===== src/hw/socket_engine_pkg.sv =====
// Contract
// - UDP stores 8-byte header before payload
// - Drop whole packet exceeding receive free space
// - Resolve address unless destination repeats, is broadcast or is UDP multicast
// - Resolution failure sets timeout flag
// - UDP socket stays open after timeout
// - Close clears command, status goes closed
// - Open clears command once taken
// - Group addresses lie in 224-239 range
// - Group MAC is prefix plus 23 bits
// - Multicast open sends group join message
// - Version bit picks group protocol v1/v2
// - Mode 0010 opens UDP, reports UDP status
// - Mode 0011 opens raw IP socket
// - Known-MAC send skips address resolution
// - Plain UDP rejects multicast, optional broadcast
// - Multicast socket may block unicast, broadcast
// - Closed port answers unreachable unless blocked
// - Raw socket refuses TCP and UDP protocols
// - Raw ICMP socket stores echo requests
// - Raw packets stored behind 6-byte header
// - Send completion or timeout flag, write-one-clear
package socket_engine_pkg;
  localparam int CLK_PERIOD_NS     = 10;
  localparam int ARP_RETRY_TIME_US = 200000;
  localparam int ARP_RETRY_CYCLES  = ARP_RETRY_TIME_US * 1000 / CLK_PERIOD_NS;
  localparam int ARP_RETRY_COUNT   = 8;

  localparam logic [7:0] A_MODE     = 8'h00;
  localparam logic [7:0] A_CMD      = 8'h01;
  localparam logic [7:0] A_IRQ      = 8'h02;
  localparam logic [7:0] A_STATUS   = 8'h03;
  localparam logic [7:0] A_MODE_EXT = 8'h04;
  localparam logic [7:0] A_PROTO    = 8'h05;
  localparam logic [7:0] A_LPORT_H  = 8'h06;
  localparam logic [7:0] A_LPORT_L  = 8'h07;
  localparam logic [7:0] A_DIP      = 8'h08;
  localparam logic [7:0] A_DPORT_H  = 8'h0C;
  localparam logic [7:0] A_DPORT_L  = 8'h0D;
  localparam logic [7:0] A_DMAC     = 8'h10;
  localparam logic [7:0] A_CMODE    = 8'h18;
  localparam logic [7:0] A_RXWR_H   = 8'h1A;
  localparam logic [7:0] A_RXWR_L   = 8'h1B;
  localparam logic [7:0] A_RXRD_H   = 8'h1C;
  localparam logic [7:0] A_RXRD_L   = 8'h1D;

  localparam int MODE_MULTI = 7;
  localparam int MODE_IGMPV = 5;
  localparam int EXT_BCBLK  = 1;
  localparam int EXT_UCBLK  = 0;
  localparam int CMODE_PURB = 0;
  localparam int IRQ_SEND_COMPLETE_FLAG = 4;
  localparam int IRQ_TMO    = 3;
  localparam int IRQ_RECV   = 2;

  localparam logic [3:0] MODE_UDP   = 4'h2;
  localparam logic [3:0] MODE_IPRAW = 4'h3;
  localparam logic [7:0] CMD_NONE   = 8'h00;
  localparam logic [7:0] CMD_OPEN   = 8'h01;
  localparam logic [7:0] CMD_CLOSE  = 8'h10;
  localparam logic [7:0] CMD_SEND   = 8'h20;
  localparam logic [7:0] CMD_SENDM  = 8'h21;
  localparam logic [7:0] ST_CLOSED  = 8'h00;
  localparam logic [7:0] ST_UDP     = 8'h22;
  localparam logic [7:0] ST_IPRAW   = 8'h32;

  localparam logic [7:0]  IPP_ICMP  = 8'h01;
  localparam logic [7:0]  IPP_TCP   = 8'h06;
  localparam logic [7:0]  IPP_UDP   = 8'h11;
  localparam logic [3:0]  MC_LO     = 4'hE;
  localparam logic [31:0] IP_BCAST  = 32'hFFFFFFFF;
  localparam logic [23:0] MC_PREFIX = 24'h01005E;
  localparam logic [47:0] MAC_BCAST = 48'hFFFFFFFFFFFF;
  localparam logic [16:0] HDR_UDP   = 17'h00008;
  localparam logic [16:0] HDR_RAW   = 17'h00006;

  localparam logic [1:0] CL_UNI = 2'h0;
  localparam logic [1:0] CL_BC  = 2'h1;
  localparam logic [1:0] CL_MC  = 2'h2;
  localparam logic [1:0] TK_DATA = 2'h0;
  localparam logic [1:0] TK_JOIN = 2'h1;
  localparam logic [1:0] TK_UNR  = 2'h2;

  typedef enum logic [3:0] {
    RX_IDLE = 4'h1, RX_HDR = 4'h2, RX_PAY = 4'h4, RX_DROP = 4'h8
  } rx_state_type;
  typedef enum logic [2:0] {
    TX_IDLE = 3'h1, TX_ARP = 3'h2, TX_SEND = 3'h4
  } tx_state_type;
endpackage


===== src/hw/udp_ipraw_socket_engine.sv =====
`timescale 1ns/10ps
module udp_ipraw_socket_engine
  import socket_engine_pkg::*;
#(
  parameter int RX_AW     = 11,
  parameter int ARP_WAIT  = ARP_RETRY_CYCLES,
  parameter int ARP_TRIES = ARP_RETRY_COUNT
) (
  input  wire logic             clk,
  input  wire logic             rst,
  input  wire logic [7:0]       reg_addr,
  input  wire logic [7:0]       reg_wdata,
  input  wire logic             reg_wr,
  input  wire logic             reg_rd,
  output      logic [7:0]       reg_rdata,
  input  wire logic             rx_start,
  input  wire logic             rx_is_udp,
  input  wire logic [7:0]       rx_proto,
  input  wire logic [1:0]       rx_class,
  input  wire logic [31:0]      rx_src_ip,
  input  wire logic [15:0]      rx_src_port,
  input  wire logic [15:0]      rx_dst_port,
  input  wire logic [15:0]      rx_len,
  input  wire logic             rx_port_open_other,
  input  wire logic [7:0]       rx_data,
  input  wire logic             rx_valid,
  input  wire logic             rx_last,
  output      logic             rx_ready,
  output      logic             buf_we,
  output      logic [RX_AW-1:0] buf_addr,
  output      logic [7:0]       buf_wdata,
  output      logic             arp_req,
  output      logic [31:0]      arp_ip,
  input  wire logic             arp_done,
  input  wire logic [47:0]      arp_mac,
  output      logic             tx_req,
  output      logic [1:0]       tx_kind,
  output      logic [31:0]      tx_dst_ip,
  output      logic [15:0]      tx_dst_port,
  output      logic [47:0]      tx_dst_mac,
  input  wire logic             tx_done,
  output      logic             igmp_v1,
  output      logic             echo_auto_reply
);
  if (RX_AW < 4 || RX_AW > 15 || ARP_WAIT < 1 || ARP_TRIES > 255) begin : g_bad
    $error("udp_ipraw_socket_engine: unsupported parameter value");
  end

  localparam logic [16:0] DEPTH = 17'(1 << RX_AW);

  function automatic logic is_mcast(input logic [31:0] ip);
    return ip[31:28] == MC_LO;
  endfunction
  function automatic logic [47:0] group_mac(input logic [31:0] ip);
    return {MC_PREFIX, 1'b0, ip[22:0]};
  endfunction

  logic [7:0]   mode_q, mode_ext_q, cmd_q, status_q, irq_q, proto_q, cmode_q;
  logic [7:0]   raw_proto_q;
  logic [15:0]  local_port_q, dest_port_q, wr_ptr_q, rd_ptr_q;
  logic [31:0]  dest_ip_q, last_ip_q, unr_ip_q;
  logic [47:0]  dest_mac_q, last_mac_q;
  logic [15:0]  unr_port_q, len_q, need_q, addr_q;
  logic         last_ok_q, ublk_q, bblk_q, mcast_q, join_q, unr_q;
  logic [63:0]  hdr_q;
  logic [3:0]   cnt_q;
  logic [31:0]  timer_q;
  logic [7:0]   tries_q;
  logic [7:0]   rd_val;
  rx_state_type rx_st, rx_d;
  tx_state_type tx_st;

  // Host register writes
  wire [7:0] ip_off  = reg_addr - A_DIP;
  wire [7:0] mac_off = reg_addr - A_DMAC;
  wire       dip_wr  = reg_wr && reg_addr >= A_DIP && ip_off < 8'h04;
  wire       dmac_wr = reg_wr && reg_addr >= A_DMAC && mac_off < 8'h06;

  always_ff @(posedge clk) begin
    if (rst) begin
      mode_q       <= 8'h00;
      mode_ext_q   <= 8'h00;
      proto_q      <= 8'h00;
      cmode_q      <= 8'h00;
      local_port_q <= 16'h0000;
      dest_port_q  <= 16'h0000;
      dest_ip_q    <= 32'h00000000;
      dest_mac_q   <= 48'h000000000000;
      rd_ptr_q     <= 16'h0000;
    end else if (reg_wr) begin
      case (reg_addr)
        A_MODE:     mode_q <= reg_wdata;
        A_MODE_EXT: mode_ext_q <= reg_wdata;
        A_PROTO:    proto_q <= reg_wdata;
        A_CMODE:    cmode_q <= reg_wdata;
        A_LPORT_H:  local_port_q[15:8] <= reg_wdata;
        A_LPORT_L:  local_port_q[7:0] <= reg_wdata;
        A_DPORT_H:  dest_port_q[15:8] <= reg_wdata;
        A_DPORT_L:  dest_port_q[7:0] <= reg_wdata;
        A_RXRD_H:   rd_ptr_q[15:8] <= reg_wdata;
        A_RXRD_L:   rd_ptr_q[7:0] <= reg_wdata;
        default: begin
          if (dip_wr)
            dest_ip_q[8*(3-int'(ip_off[1:0])) +: 8] <= reg_wdata;
          if (dmac_wr)
            dest_mac_q[8*(5-int'(mac_off[2:0])) +: 8] <= reg_wdata;
        end
      endcase
    end
  end

  always_comb begin
    rd_val = 8'h00;
    case (reg_addr)
      A_MODE:     rd_val = mode_q;
      A_CMD:      rd_val = cmd_q;
      A_IRQ:      rd_val = irq_q;
      A_STATUS:   rd_val = status_q;
      A_MODE_EXT: rd_val = mode_ext_q;
      A_PROTO:    rd_val = proto_q;
      A_CMODE:    rd_val = cmode_q;
      A_LPORT_H:  rd_val = local_port_q[15:8];
      A_LPORT_L:  rd_val = local_port_q[7:0];
      A_DPORT_H:  rd_val = dest_port_q[15:8];
      A_DPORT_L:  rd_val = dest_port_q[7:0];
      A_RXWR_H:   rd_val = wr_ptr_q[15:8];
      A_RXWR_L:   rd_val = wr_ptr_q[7:0];
      A_RXRD_H:   rd_val = rd_ptr_q[15:8];
      A_RXRD_L:   rd_val = rd_ptr_q[7:0];
      default: begin
        if (reg_addr >= A_DIP && ip_off < 8'h04)
          rd_val = dest_ip_q[8*(3-int'(ip_off[1:0])) +: 8];
        if (reg_addr >= A_DMAC && mac_off < 8'h06)
          rd_val = dest_mac_q[8*(5-int'(mac_off[2:0])) +: 8];
      end
    endcase
  end

  // Command decode
  wire send_cmd  = cmd_q == CMD_SEND || cmd_q == CMD_SENDM;
  wire tx_idle   = tx_st == TX_IDLE;
  // Sends wait for the transmitter; other commands act at once
  wire cmd_take  = cmd_q != CMD_NONE &&
                   (!send_cmd || (tx_idle && !join_q && !unr_q));
  wire is_open   = cmd_take && cmd_q == CMD_OPEN;
  wire closing   = cmd_take && cmd_q == CMD_CLOSE;
  wire mc_sel    = mode_q[MODE_MULTI];
  wire udp_sel   = mode_q[3:0] == MODE_UDP;
  wire raw_ok    = mode_q[3:0] == MODE_IPRAW &&
                   proto_q != IPP_TCP && proto_q != IPP_UDP;
  wire open_udp  = is_open && udp_sel &&
                   (!mc_sel || is_mcast(dest_ip_q));
  wire open_raw  = is_open && raw_ok;
  wire status_udp_open  = status_q == ST_UDP;
  wire sock_raw  = status_q == ST_IPRAW;
  wire send_go   = cmd_take && send_cmd && (status_udp_open || sock_raw);

  // Transmit path decisions
  wire cache_hit = last_ok_q && last_ip_q == dest_ip_q;
  wire bc_dst    = dest_ip_q == IP_BCAST;
  wire mc_dst    = status_udp_open && is_mcast(dest_ip_q);
  wire direct    = cmd_q == CMD_SENDM || bc_dst || mc_dst || cache_hit;
  wire [47:0] direct_mac = cmd_q == CMD_SENDM ? dest_mac_q :
                           bc_dst ? MAC_BCAST :
                           mc_dst ? group_mac(dest_ip_q) : last_mac_q;
  wire arp_expire = tx_st == TX_ARP && !arp_done &&
                    timer_q == 32'(ARP_WAIT - 1);
  wire arp_fail   = arp_expire && tries_q == 8'(ARP_TRIES);
  wire join_take  = tx_idle && !closing && join_q;
  wire unr_take   = tx_idle && !closing && !join_q && unr_q;

  // Receive decisions, all before any byte is written
  logic cls_ok;
  always_comb begin
    case (rx_class)
      CL_UNI:  cls_ok = !(mcast_q && ublk_q);
      CL_BC:   cls_ok = !bblk_q;
      CL_MC:   cls_ok = mcast_q;
      default: cls_ok = 1'b0;
    endcase
  end
  wire        port_hit = status_udp_open && rx_is_udp && rx_dst_port == local_port_q;
  wire        udp_hit  = port_hit && cls_ok;
  // Echo requests reach here too when the socket serves ICMP
  wire        raw_hit  = sock_raw && !rx_is_udp &&
                         rx_proto == raw_proto_q;
  wire [16:0] hdr_len  = udp_hit ? HDR_UDP : HDR_RAW;
  wire [16:0] need     = {1'b0, rx_len} + hdr_len;
  wire [16:0] free_sp  = DEPTH - {1'b0, wr_ptr_q - rd_ptr_q};
  wire        fits     = need <= free_sp;
  wire        rx_new   = rx_st == RX_IDLE && rx_start;
  wire        take_pkt = rx_new && (udp_hit || raw_hit) && fits;
  wire        unr_hit  = rx_new && rx_is_udp && !port_hit &&
                         !rx_port_open_other && !cmode_q[CMODE_PURB];
  wire        pay_beat = rx_st == RX_PAY && rx_valid && rx_ready;
  wire        commit   = (rx_st == RX_HDR && cnt_q == 4'h1 &&
                          len_q == 16'h0000) || (pay_beat && rx_last);

  // Socket state, command and events
  wire [7:0] irq_set = {3'b000, tx_st == TX_SEND && tx_done &&
                        tx_kind == TK_DATA, arp_fail, commit, 2'b00};
  wire [7:0] irq_clr = (reg_wr && reg_addr == A_IRQ) ? reg_wdata : 8'h00;

  always_ff @(posedge clk) begin
    if (rst) begin
      cmd_q       <= CMD_NONE;
      status_q    <= ST_CLOSED;
      irq_q       <= 8'h00;
      ublk_q      <= 1'b0;
      bblk_q      <= 1'b0;
      mcast_q     <= 1'b0;
      raw_proto_q <= 8'h00;
      igmp_v1     <= 1'b0;
      join_q      <= 1'b0;
      reg_rdata   <= 8'h00;
      echo_auto_reply <= 1'b1;
    end else begin
      reg_rdata <= reg_rd ? rd_val : 8'h00;
      irq_q     <= (irq_q & ~irq_clr) | irq_set;
      if (reg_wr && reg_addr == A_CMD)
        cmd_q <= reg_wdata;
      else if (cmd_take)
        cmd_q <= CMD_NONE;
      // A timeout never touches the status; only commands do
      if (open_udp)
        status_q <= ST_UDP;
      else if (open_raw)
        status_q <= ST_IPRAW;
      else if (closing || is_open)
        status_q <= ST_CLOSED;
      if (is_open) begin
        ublk_q      <= mode_ext_q[EXT_UCBLK];
        bblk_q      <= mode_ext_q[EXT_BCBLK];
        mcast_q     <= mc_sel && udp_sel;
        raw_proto_q <= proto_q;
        igmp_v1     <= mode_q[MODE_IGMPV];
      end
      join_q <= (open_udp && mc_sel) |
                (join_q && !join_take && !closing);
      echo_auto_reply <= !(sock_raw && raw_proto_q == IPP_ICMP);
    end
  end

  // Receive sequencer
  always_comb begin
    rx_d = rx_st;
    unique case (rx_st)
      RX_IDLE: begin
        if (take_pkt)
          rx_d = RX_HDR;
        else if (rx_start && rx_len != 16'h0000)
          rx_d = RX_DROP;
      end
      RX_HDR:  if (cnt_q == 4'h1) rx_d = len_q == 16'h0000 ? RX_IDLE : RX_PAY;
      RX_PAY:  if (pay_beat && rx_last) rx_d = RX_IDLE;
      RX_DROP: if (rx_valid && rx_last) rx_d = RX_IDLE;
    endcase
  end

  always_ff @(posedge clk) begin
    if (rst) begin
      rx_st     <= RX_IDLE;
      rx_ready  <= 1'b0;
      wr_ptr_q  <= 16'h0000;
      addr_q    <= 16'h0000;
      hdr_q     <= 64'h0;
      cnt_q     <= 4'h0;
      len_q     <= 16'h0000;
      need_q    <= 16'h0000;
      buf_we    <= 1'b0;
      buf_addr  <= '0;
      buf_wdata <= 8'h00;
      unr_q     <= 1'b0;
      unr_ip_q  <= 32'h00000000;
      unr_port_q <= 16'h0000;
    end else begin
      rx_st    <= rx_d;
      rx_ready <= rx_d == RX_PAY || rx_d == RX_DROP;
      buf_we   <= rx_st == RX_HDR || pay_beat;
      buf_addr <= addr_q[RX_AW-1:0];
      buf_wdata <= rx_st == RX_HDR ? hdr_q[63:56] : rx_data;
      if (take_pkt) begin
        hdr_q  <= udp_hit ? {rx_src_ip, rx_src_port, rx_len}
                          : {rx_src_ip, rx_len, 16'h0000};
        cnt_q  <= hdr_len[3:0];
        addr_q <= wr_ptr_q;
        len_q  <= rx_len;
        need_q <= need[15:0];
      end else if (rx_st == RX_HDR || pay_beat) begin
        hdr_q  <= {hdr_q[55:0], 8'h00};
        cnt_q  <= cnt_q - 4'h1;
        addr_q <= addr_q + 16'h0001;
      end
      if (commit)
        wr_ptr_q <= wr_ptr_q + need_q;
      unr_q <= unr_hit | (unr_q & !unr_take);
      if (unr_hit) begin
        unr_ip_q   <= rx_src_ip;
        unr_port_q <= rx_src_port;
      end
    end
  end

  // Transmit sequencer
  always_ff @(posedge clk) begin
    if (rst) begin
      tx_st       <= TX_IDLE;
      tx_req      <= 1'b0;
      tx_kind     <= TK_DATA;
      tx_dst_ip   <= 32'h00000000;
      tx_dst_port <= 16'h0000;
      tx_dst_mac  <= 48'h000000000000;
      arp_req     <= 1'b0;
      arp_ip      <= 32'h00000000;
      timer_q     <= 32'h00000000;
      tries_q     <= 8'h00;
      last_ok_q   <= 1'b0;
      last_ip_q   <= 32'h00000000;
      last_mac_q  <= 48'h000000000000;
    end else begin
      tx_req  <= 1'b0;
      arp_req <= 1'b0;
      if (closing || is_open) begin
        tx_st     <= TX_IDLE;
        last_ok_q <= 1'b0;
      end else begin
        unique case (tx_st)
          TX_IDLE: begin
            if (join_take) begin
              tx_st       <= TX_SEND;
              tx_req      <= 1'b1;
              tx_kind     <= TK_JOIN;
              tx_dst_ip   <= dest_ip_q;
              tx_dst_port <= dest_port_q;
              tx_dst_mac  <= group_mac(dest_ip_q);
            end else if (unr_take) begin
              tx_st       <= TX_SEND;
              tx_req      <= 1'b1;
              tx_kind     <= TK_UNR;
              tx_dst_ip   <= unr_ip_q;
              tx_dst_port <= unr_port_q;
            end else if (send_go) begin
              tx_kind     <= TK_DATA;
              tx_dst_ip   <= dest_ip_q;
              tx_dst_port <= dest_port_q;
              arp_ip      <= dest_ip_q;
              timer_q     <= 32'h00000000;
              tries_q     <= 8'h00;
              if (direct) begin
                tx_st      <= TX_SEND;
                tx_req     <= 1'b1;
                tx_dst_mac <= direct_mac;
              end else begin
                tx_st   <= TX_ARP;
                arp_req <= 1'b1;
              end
            end
          end
          TX_ARP: begin
            timer_q <= timer_q + 32'h00000001;
            if (arp_done) begin
              tx_st      <= TX_SEND;
              tx_req     <= 1'b1;
              tx_dst_mac <= arp_mac;
              last_ok_q  <= 1'b1;
              last_ip_q  <= arp_ip;
              last_mac_q <= arp_mac;
            end else if (arp_fail) begin
              tx_st     <= TX_IDLE;
              last_ok_q <= 1'b0;
            end else if (arp_expire) begin
              timer_q <= 32'h00000000;
              tries_q <= tries_q + 8'h01;
              arp_req <= 1'b1;
            end
          end
          TX_SEND: if (tx_done) tx_st <= TX_IDLE;
        endcase
      end
    end
  end
endmodule


===== config.mk =====
export PLATFORM = sky130hd
export DESIGN_NAME = udp_ipraw_socket_engine
export DESIGN_NICKNAME = d
export VERILOG_FILES = /design/src/hw/socket_engine_pkg.sv /design/src/hw/udp_ipraw_socket_engine.sv
export SDC_FILE = /design/constraint.sdc
export NUM_CORES = 2
export LEC_CHECK = 0
export BUFFER_PORTS_ARGS = -buffer_cell sky130_fd_sc_hd__buf_2
export CAP_MARGIN = 20
export CELL_PAD_IN_SITES_DETAIL_PLACEMENT = 1
export CELL_PAD_IN_SITES_GLOBAL_PLACEMENT = 2
export CORE_MARGIN = 4
export CORE_UTILIZATION = 25
export DETAILED_ROUTE_END_ITERATION = 16
export GPL_TIMING_DRIVEN = 0
export PLACE_DENSITY_LB_ADDON = 0.3
export SYNTH_ARGS = -nofsm -noshare
export SYNTH_HDL_FRONTEND = slang
export SYNTH_SLANG_ARGS = --single-unit

===== constraint.sdc =====
create_clock -name clk -period 5 [get_ports clk]
set_input_delay 0 -clock clk [delete_from_list [all_inputs] [get_ports clk]]
set_output_delay 0 -clock clk [all_outputs]
set_load 0.05 [all_outputs]

==> flow_summary.ini <==
[run_status]
status = finished, violations left
violations = negative setup slack

[global_route]
grt_max_degree = 15
grt-ovfl-total = 0
grt_pass1_wl_um = 223000
grt_pass1_vias = 31700
antenna_found_initial = 14
grt_usage = 0.227

[floorplan]
num_io_pins = 336
core_area_mm2 = 0.124
dieWidth_um = 362
fp.dieH_um = 362
start_util = 0.253
die_area_mm2 = 0.131
rows = 129

[logic_synthesis]
synth.yosys.seq_area_share = 0.419
synth_warnings = 0
synthAdderAreaFrac = 0.0309
netlist-cell-type-count = 89
yosysTopAreaCell = dfxtp_1
synth-simple-area-share = 0.222
ys.flop_type = dfxtp_1
syn_area_mm2 = 0.0314
synth_xor_area_frac = 0.0419
synth_nets = 4034
muxShareOfSynthArea = 0.0700
synth_edf_count = 0
synth_top_family_by_area = simple AND/OR/NAND/NOR gates
synthCells = 3786
ys_ff_latch = 656
synth_compound_area_frac = 0.172
avgSynthCellArea_um2 = 8.28
synth_area_leaders = dfxtp_1 42%, nand2_1 7.9%, a21oi_1 6.1%
synth_top_area_frac = 0.419
async_flop_share = 0

[timing]
rsz0062_at_grt = true
postLayoutSetupSlackWorst_ps = -220
period_share = 1.04
tightest_slew_ps = 1190
finalSetupViolations = 111
timing.slew.headroom = 0.208
fmax_mhz = 192
finClkSkew_ps = 24.7
period_minus_slack_ps = 5220
drv_slew = 0
final_hold_viol_count = 0

[clocking]
cts.sinks = 656
cts_buffers = 82
clock_latency_ps = 660
htree_levels = 3
tritoncts = done
clk_path_buf_depth = 3
path_clk_slew_ps = 60
root_buffer = clkbuf_16

[critical_path]
timing.rr.end = hdr_q[43]
end_kind = flip-flop
r2r_setup_slack_ps = -220
crit_fanout = 5
r2r-start = wr_ptr_q[0]
worstSetupPathType = flip-flop to flip-flop
critPathArrivalTime_ps = 5720
rr_worst_depth = 25
worstPathRequired_ps = 5500
startpoint_type = flip-flop

[worst_hold_path]
min_to = dest_ip_q[15]
whs_path_depth = 3
hold_class = primary input to flip-flop
hp-start = reg_wdata[7]

[detailed_routing]
drtPass1Iterations = 5
vias = 31200
viasPerCell = 5.11
first_iter_violations = 2168
drc = 0
ant_nets = 0
wl_per_cell_um = 25.5
wirelength_um = 156000

[power_and_ir_drop]
p_per_area_mw_per_mm2 = 341
vdd_drop_max_v = 0.000220
p_leak_nw = 15.7

[final_layout]
drive_above_1_share = 0.190
fillers = 14700
num-nets-final = 4643
syn2layout_area_growth_pct = 31.9
fin_util = 0.333

[placement]
portBuffers = 325
place_hpwl_um = 117000
gp_congestion = 0.885
place_ws_ps = -2370

[flow_run]
drv_cap = 0
## layout make-up
class                           count  area [um^2]  area share
Antenna cell                       10         25.0    0.000605
Tap cell                         1637         2050      0.0495
Clock inverter                     25          307     0.00741
Clock buffer                      124         2530      0.0611
Inverter                           56          213     0.00514
Timing Repair Buffer              527         3770      0.0912
Multi-Input combinational cell   2786        17800       0.431
Sequential cell                   656        13200       0.318
Buffer                            286         1460      0.0352
## critical path: stages, from the launching register on
cell       delay (ps)
dfxtp_4           360
inv_4              60
ha_4              130
inv_2              30
fa_2              360
a21o_1            220
a221oi_4          310
xnor2_2           140
buf_4             160
a2111oi_4         340
nand3_2           170
nor4b_4           310
o21a_1            180
nand3b_1          120
xnor2_2           270
ha_1              290
a21o_1            180
a21oi_2           120
o21a_1            190
a21oi_4           120
buf_12            160
a211o_4           380
buf_6             160
clkbuf_16         150
nor2_2             90
a311oi_2           60
## worst max-delay path by stage
stage / start / slack, ps / end
floorplan: wr_ptr_q[0] / -7 / need_q[10]
CTS: wr_ptr_q[0] / -250 / hdr_q[59]
detailed placement: status_q[1] / -2370 / need_q[11]
finish: wr_ptr_q[0] / -220 / hdr_q[43]
global route: wr_ptr_q[0] / -410 / hdr_q[13]
global placement: status_q[1] / -2260 / addr_q[10]
## flip-flops by register name (all words and copies together), names as in the netlist, 48 cells and up
signal / flops
dest_mac_q: 48
hdr_q: 64
last_mac_q: 48
tx_dst_mac: 48
## cells in the mapped netlist (all sizes together) (5+ instances only)
library cell	count
nand2b	25
a22oi	60
nor2b	30
o2bb2ai	8
xor2	89
a222oi	7
and3	41
nor3	49
or3	32
nand4	57
o21ai	46
nor4b	11
o22ai	16
mux2i	173
a311oi	55
o21a	5
buf	47
dfxtp	656
nor4	25
nor2	404
clkbuf	242
a31oi	20
nand3b	18
a211oi	102
or2	6
mux4	16
ha	71
inv	55
nand2	657
o22a	23
nor3b	7
a221oi	9
and2	22
o31ai	5
nand3	140
a21oi	387
xnor2	61
o221ai	24
a21o	21
mux2	9
## per-stage QoR
step	hold WS (ps)	area, um^2	std cells	total power, mW	TNS (ps)
2_1_floorplan	136	31400	3786	6.97	-138
3_3_place_gp	251	35000	5748	7.70	-227160
3_5_place_dp	253	35200	5758	7.73	-237680
4_1_cts	14.4	40300	6069	14.2	-15780
5_1_grt	60.7	41300	6097	14.6	-36660
6_report	50.5	41300	6107	14.1	-14330
## layout by cell type (no fill, tap or decap), types with 56 or more instances in the layout
cell             n
nand3_1        129
dlygate4sd3_1  135
nor2_1         380
mux2i_1        173
clkbuf_16       99
buf_2          356
a22oi_1         59
clkbuf_1       235
dfxtp_1        641
a211oi_1        56
nand2_1        633
a21oi_1        351
xor2_1          89
ha_1            69
## what timing repair did
| item | in CTS | in global routing |
|---|---|---|
| gates resized for setup | 152 | 187 |
| endpoints found under the setup margin | 114 | 114 |
| buffers inserted | 26 | 17 |
| cloned | 4 | 11 |
| pin swaps | 28 | 53 |
| hold buffers | 135 | 0 |
| endpoints found under the hold margin | 293 | 0 |
## cells by family after synthesis
family | Yosys count
compound gates | 821
xor+xnor | 150
fa+ha+maj | 75
mux | 198
simple gates | 1541
flops | 656
buf+inv | 345
## metal layers
| layer | part of all wire | wire (um) | global-route usage | vias up |
|---|---|---|---|---|
| met5 | 0.00030 | 46 | 0 | - |
| met2 | 0.47 | 72700 | 0.379 | 864 |
| met3 | 0.054 | 8430 | 0.0359 | 203 |
| met1 | 0.45 | 70600 | 0.308 | 15500 |
| li1 | - | - | - | 14600 |
| met4 | 0.024 | 3670 | 0.0541 | 8 |
## power by group
group	switching [mW]	internal, mW	total (mW)
sequential	0.120	5.42	5.54
clock	2.50	3.84	6.33
combinational	1.59	0.620	2.21
No activity file was read; power rests on OpenSTA's default activity.
